## src/pkg/obcd_defines.svh

```systemverilog
// Constants for the oscillator-to-bus clock divider.
// Assumes inclusion by bare name from design files.
`ifndef OBCD_DEFINES_SVH
`define OBCD_DEFINES_SVH
`define OBCD_SLOW_FACTOR 16
`define OBCD_CAN_RATIO 2
`define OBCD_CNT_W 8
`define OBCD_SLOW_W 4
`define OBCD_SLOW_RESET 1'b0
`define OBCD_CAN_RESET 1'b1
`define OBCD_HALF_DIV2 8'h01
`define OBCD_HALF_DIV4 8'h02
`define OBCD_HALF_DIV8 8'h04
`define OBCD_HALF_DIV10 8'h05
`define OBCD_HALF_LAST_NORMAL 5'h01
`define OBCD_HALF_LAST_SLOW 5'h1F
`define OBCD_HALF_FALL_NORMAL 5'h00
`define OBCD_HALF_FALL_SLOW 5'h0F
`endif

```

## src/pkg/obcd_pkg.sv

```systemverilog
// Types for the oscillator-to-bus clock divider.
// Assumes nothing of its surroundings.
package obcd_pkg;
    typedef enum logic [1:0] {OBCD_DIV2, OBCD_DIV4, OBCD_DIV8, OBCD_DIV10} obcd_ratio_e;
endpackage : obcd_pkg

```

## src/pkg/obcd_tick_if.sv

```systemverilog
// Carrier between the top and the pulse divider.
// Assumes one shared clock domain.
`timescale 1ns/100ps
`default_nettype none
interface obcd_tick_if;
    logic [7:0] ratio;
    logic tick;
    modport owner (output ratio, input tick);
    modport divider (input ratio, output tick);
endinterface : obcd_tick_if
`default_nettype wire
```

## src/hdl/obcd_clock_divider.sv

```systemverilog
// Oscillator to bus clock divider with slow setting and CAN clock.
// Assumes clock is the oscillator itself; bus_enable and can_module_enable are one-cycle enables.
`timescale 1ns/100ps
`default_nettype none
`include "obcd_defines.svh"
module obcd_clock_divider
#(
    parameter obcd_pkg::obcd_ratio_e RATIO = obcd_pkg::OBCD_DIV2
)
(
    input wire logic clock,
    input wire logic rst_n,
    input wire logic slow_setting_write,
    input wire logic slow_setting_value,
    input wire logic stop_enter,
    input wire logic clock_out_select,
    input wire logic port_c_line_two_data,
    output logic slow_setting_bit,
    output logic bus_enable,
    output logic bus_clock_level,
    output logic can_module_enable,
    output logic port_c_line_two
);
    obcd_tick_if pre_if ();

    logic next_slow_bit;
    logic active_slow;
    logic next_active_slow;

    logic [4:0] half_count;
    logic [4:0] next_half_count;
    logic [4:0] half_last;
    logic [4:0] half_fall;

    logic bus_level;
    logic next_bus_level;
    logic next_bus_enable;

    logic can_phase;
    logic next_can_phase;
    logic next_can_enable;

    logic next_pin;

    // Fixed ratio
    // The predivider ticks at half the normal-speed bus period, so that the bus clock level can
    // fall in the middle of a period even at the fastest ratio.
    always_comb
    begin
        unique case (RATIO)
            obcd_pkg::OBCD_DIV2: pre_if.ratio = `OBCD_HALF_DIV2;
            obcd_pkg::OBCD_DIV4: pre_if.ratio = `OBCD_HALF_DIV4;
            obcd_pkg::OBCD_DIV8: pre_if.ratio = `OBCD_HALF_DIV8;
            obcd_pkg::OBCD_DIV10: pre_if.ratio = `OBCD_HALF_DIV10;
        endcase
    end

    obcd_pulse_div u_pre
    (
        .clock(clock),
        .rst_n(rst_n),
        .enable(1'b1),
        .tif(pre_if)
    );

    // Stop clears slow
    // A stop in the same cycle as a write wins, so stop mode never resumes slowly.
    always_comb
    begin
        next_slow_bit = slow_setting_bit;
        if (stop_enter)
        begin
            next_slow_bit = 1'b0;
        end
        else if (slow_setting_write)
        begin
            next_slow_bit = slow_setting_value;
        end
    end

    always_ff @(posedge clock or negedge rst_n)
    begin
        if (!rst_n)
        begin
            slow_setting_bit <= `OBCD_SLOW_RESET;
        end
        else
        begin
            slow_setting_bit <= next_slow_bit;
        end
    end

    // Sixteen-fold bus period
    // A bus period is two half ticks at normal speed and thirty-two when slow.
    always_comb
    begin
        if (active_slow)
        begin
            half_last = `OBCD_HALF_LAST_SLOW;
            half_fall = `OBCD_HALF_FALL_SLOW;
        end
        else
        begin
            half_last = `OBCD_HALF_LAST_NORMAL;
            half_fall = `OBCD_HALF_FALL_NORMAL;
        end
    end

    always_comb
    begin
        next_half_count = half_count;
        next_active_slow = active_slow;
        next_bus_level = bus_level;
        next_bus_enable = 1'b0;
        if (pre_if.tick)
        begin
            if (half_count == half_last)
            begin
                // Rate switch at boundary
                // Taking the new rate only where a period starts keeps every phase whole.
                next_half_count = 5'h00;
                next_active_slow = slow_setting_bit;
                next_bus_enable = 1'b1;
                next_bus_level = 1'b1;
            end
            else
            begin
                next_half_count = half_count + 5'h01;
                if (half_count == half_fall)
                begin
                    next_bus_level = 1'b0;
                end
            end
        end
    end

    // Full oscillator rate
    // Everything runs on the oscillator clock with enables, so no stage ever needs
    // a clock faster than the input pin.
    always_ff @(posedge clock or negedge rst_n)
    begin
        if (!rst_n)
        begin
            active_slow <= `OBCD_SLOW_RESET;
            half_count <= 5'h00;
            bus_enable <= 1'b0;
            bus_level <= 1'b0;
        end
        else
        begin
            active_slow <= next_active_slow;
            half_count <= next_half_count;
            bus_enable <= next_bus_enable;
            bus_level <= next_bus_level;
        end
    end

    always_comb
    begin
        next_can_phase = ~can_phase;
        next_can_enable = can_phase;
    end

    // Starting the phase high puts the first CAN enable on the first edge after reset.
    always_ff @(posedge clock or negedge rst_n)
    begin
        if (!rst_n)
        begin
            can_phase <= `OBCD_CAN_RESET;
            can_module_enable <= 1'b0;
        end
        else
        begin
            can_phase <= next_can_phase;
            can_module_enable <= next_can_enable;
        end
    end

    // Clock out on pin
    // The pin follows the next level, so it moves on the same edge as the bus level.
    always_comb
    begin
        if (clock_out_select)
        begin
            next_pin = next_bus_level;
        end
        else
        begin
            next_pin = port_c_line_two_data;
        end
    end

    always_ff @(posedge clock or negedge rst_n)
    begin
        if (!rst_n)
        begin
            port_c_line_two <= 1'b0;
        end
        else
        begin
            port_c_line_two <= next_pin;
        end
    end

    assign bus_clock_level = bus_level;
endmodule : obcd_clock_divider
`default_nettype wire

```

## src/hdl/obcd_pulse_div.sv

```systemverilog
// Enable-pulse divider: one tick every ratio input clocks.
// Assumes ratio is at least 1 and stable between ticks.
`timescale 1ns/100ps
`default_nettype none
`include "obcd_defines.svh"
module obcd_pulse_div
(
    input wire logic clock,
    input wire logic rst_n,
    input wire logic enable,
    obcd_tick_if.divider tif
);
    logic [7:0] count;
    logic [7:0] next_count;
    always_comb
    begin
        next_count = count;
        tif.tick = 1'b0;
        if (enable)
        begin
            if (count >= tif.ratio - 8'h01)
            begin
                next_count = 8'h00;
                tif.tick = 1'b1;
            end
            else
            begin
                next_count = count + 8'h01;
            end
        end
    end
    always_ff @(posedge clock or negedge rst_n)
    begin
        if (!rst_n)
            count <= 8'h00;
        else
            count <= next_count;
    end
endmodule : obcd_pulse_div
`default_nettype wire

```

## config.mk

```make
export PLATFORM = sky130hd
export DESIGN_NAME = obcd_clock_divider
export DESIGN_NICKNAME = d
export VERILOG_FILES = /design/src/pkg/obcd_pkg.sv /design/src/pkg/obcd_tick_if.sv /design/src/hdl/obcd_clock_divider.sv /design/src/hdl/obcd_pulse_div.sv
export VERILOG_INCLUDE_DIRS = /design/src /design/src/pkg
export SDC_FILE = /design/constraint.sdc
export NUM_CORES = 1
export LEC_CHECK = 0
export BUFFER_PORTS_ARGS = -buffer_cell sky130_fd_sc_hd__buf_2
export CAP_MARGIN = 20
export CORE_AREA = 4 4 41 43
export DETAILED_ROUTE_END_ITERATION = 6
export DIE_AREA = 0 0 45 47
export GPL_TIMING_DRIVEN = 0
export PLACE_DENSITY = 0.71
export SETUP_SLACK_MARGIN = 0.02
export SLEW_MARGIN = 20
export SYNTH_ARGS = -nofsm -noshare
export SYNTH_HDL_FRONTEND = slang
export SYNTH_SLANG_ARGS = --single-unit
```

## constraint.sdc

```tcl
create_clock -name clock -period 4.51 [get_ports clock]
set_input_delay 0.902 -clock clock [delete_from_list [all_inputs] [get_ports clock]]
set_output_delay 0.902 -clock clock [all_outputs]
set_load 0.02 [all_outputs]
```

==> metrics.cfg <==
[floorplanning]
die-area_sq_mm=0.00212
die_w_microns=45
die_h_microns=47
num_rows=13
start_util_pct=37.8
core_sq_mm=0.00130
pin_count=12

[timing]
hold_violations=0
finalClockSkew_ns=0.00111
setup_viol=0
finalSetupTns_ns=0
worst_pin_slew_ns=0.240
rsz0062_at_grt=false
fmax_mhz=579
maxSlewHeadroom_pct=83.9
finalMaxSlewViolations=0
fin_crit_ns=1.73
holdWs_ns=0.405
finalWorstSetupSlack_ns=2.78
finalCritPeriodShare_pct=38.3

[place]
dpl_cell_area_sq_um=566
port_buffers=11
place_congestion=0.646
dp_cells=62
dp_slack_ns=2.96

[power]
p_sw_share_pct=32.4
internal_power_uw=257
pwr-share-clk_pct=21.3
leakage_nw=0.301
pwr_density_cell_mw_per_mm2=632
seq_power_share_pct=45.0
peakVddDrop_mv=0.304
p_sw_uw=123
pwr-share-comb_pct=33.7
power.total_uw=381

[grt]
grt_usage_pct=9.59
grt-ovfl-total=0
grt_pass1_wl_microns=1370
antenna_found_initial=0
grt_max_degree=13
grt_pass1_vias=335

[routing]
dr_wl_met2_microns=389
wl_met1_microns=328
routed_wl_microns=760
viasPerCell=4.64
maxUsedRoutingLayer=met4
drc_errors=0
wl_met3_microns=30
detail_route.wl_per_cell_microns=11.5
num_vias=306
drt-initial-drc-count=3
ant_nets=0
firstDrtPassIters=2

[clocking]
clk_pin_slew_ns=0.07
post_cts_buffers=0
numCtsBuffers=3
cts.sinks=12
root_buffer=clkbuf_4
cts_tree=done
clkLatencyLatePin_ns=0.26
max-clock-path-buffers=2
hold_buffers=0
ctsHtreeMaxLevel=1
cts_resized=0

[yosys]
syn_area_per_cell_sq_um=13.7
ys_seq_elements=12
synth_nets=44
synth_area_sq_um=492
synth.yosys.seq_area_share_pct=61.3
netlist.area_leader.share_pct=56.0
synth.distinct_cells=19
synth_top_area_cell=dfrtp_1
synthTopCellsByArea=dfrtp_1 (56%), dfstp_2 (5.3%), nand3_1 (4.1%)
ys_warn_count=0
synthCells=36

[worst_setup_path]
startpoint=slow_setting_bit$_DFFE_PN0P_
cp.depth=1
cp_slowest_stage_delay_ns=0.40
path_cells=buf_2
worstReg2RegStart=half_count[2]$_DFF_PN0_
path_delay_family=flip-flops
crit_fanout=3
path_class=register to output pin
rr_endpoint=active_slow$_DFFE_PN0N_
endpoint=slow_setting_bit
start_kind=register
arrival_ns=0.83
end_kind=output pin
crit_buf_inv=1
cp.required_ns=3.61
worstRegToRegCells=3
r2r_slack_ns=2.95
critPathSlowestCell=dfrtp_1

[finish]
most-common-layout-cells=dfrtp_1 (11), buf_2 (11), nand3_1 (4), nor2_1 (3), clkbuf_4 (3)
antenna_cells=0
drive_gt1_share_pct=43.1
fillCellCount=122
stdcell_count=66
postLayoutCellArea_sq_um=602
syn_to_final_growth_pct=22.4
nNetsFinal=60
fin_util_pct=46.3

[run]
max_cap_violations=0

[min_path]
hold_class=register to register

[status]
outcome=finished clean

## how the worst min path moves through the flow
| stage | cells past startpoint | startpoint | end | slack [ns] |
|---|---|---|---|---|
| floorplan | 0 | can_phase$_DFF_PN1_ | can_module_enable$_DFF_PN0_ | 0.39 |
| global placement | 0 | can_phase$_DFF_PN1_ | can_module_enable$_DFF_PN0_ | 0.39 |
| detailed placement | 0 | can_phase$_DFF_PN1_ | can_module_enable$_DFF_PN0_ | 0.40 |
| finish | 0 | can_phase$_DFF_PN1_ | can_module_enable$_DFF_PN0_ | 0.41 |
| CTS | 0 | can_phase$_DFF_PN1_ | can_module_enable$_DFF_PN0_ | 0.41 |
| global route | 0 | can_phase$_DFF_PN1_ | can_module_enable$_DFF_PN0_ | 0.41 |
## power groups by stage
stage               Clock, mW  Combinational (mW)  Sequential (mW)
finish                 0.0809               0.128            0.171
global route           0.0915               0.143            0.178
CTS                    0.0832               0.131            0.171
detailed placement          0               0.130            0.174
global placement            0               0.128            0.172
floorplan                   0              0.0961            0.177
## kinds of logic (layout without fill, tap and decap cells)
logic type / Yosys count / count (layout) / synth area share [%]
adder cells (fa/ha/maj): 1 / 1 / 2.54
AND/OR/NAND/NOR: 12 / 12 / 14.8
XOR/XNOR: 3 / 3 / 5.34
AO/OA/AOI/OAI: 3 / 3 / 7.13
multiplexers: 3 / 3 / 7.38
flip-flops: 12 / 12 / 61.3
buffers and inverters: 2 / 17 / 1.53
## sequential cells by signal, summed over array words and instances (netlist names)
register / count
port_c_line_two: 1
slow_setting_bit: 1
bus_enable: 1
can_module_enable: 1
can_phase: 1
active_slow: 1
half_count: 5
bus_clock_level: 1
## synthesized netlist by cell type, drive strengths merged
cell,count
nor2,3
xnor2,2
or3b,1
nand2,1
and2b,1
dfrtp,11
xor2,1
dfstp,1
nor4,1
o31ai,1
o21bai,1
ha,1
inv,2
or3,1
nand3,4
mux2i,1
mux2,2
o22ai,1
## layout make-up
class                           instances  area, sq um  share of cell area, %
Timing Repair Buffer                   11         55.1                   9.15
Inverter                                2         7.51                   1.25
Clock buffer                            4         36.3                   6.03
Tap cell                               15         18.8                   3.12
Multi-Input combinational cell         22          183                   30.4
Sequential cell                        12          302                   50.1
## per-layer routing
layer  vias to the layer above  track usage, %
li1                        153               -
met1                       143            10.8
met2                         8            15.8
met3                         2            2.30
met4                         0            7.02
met5                         -               0
(Power assumes the default switching activity.)
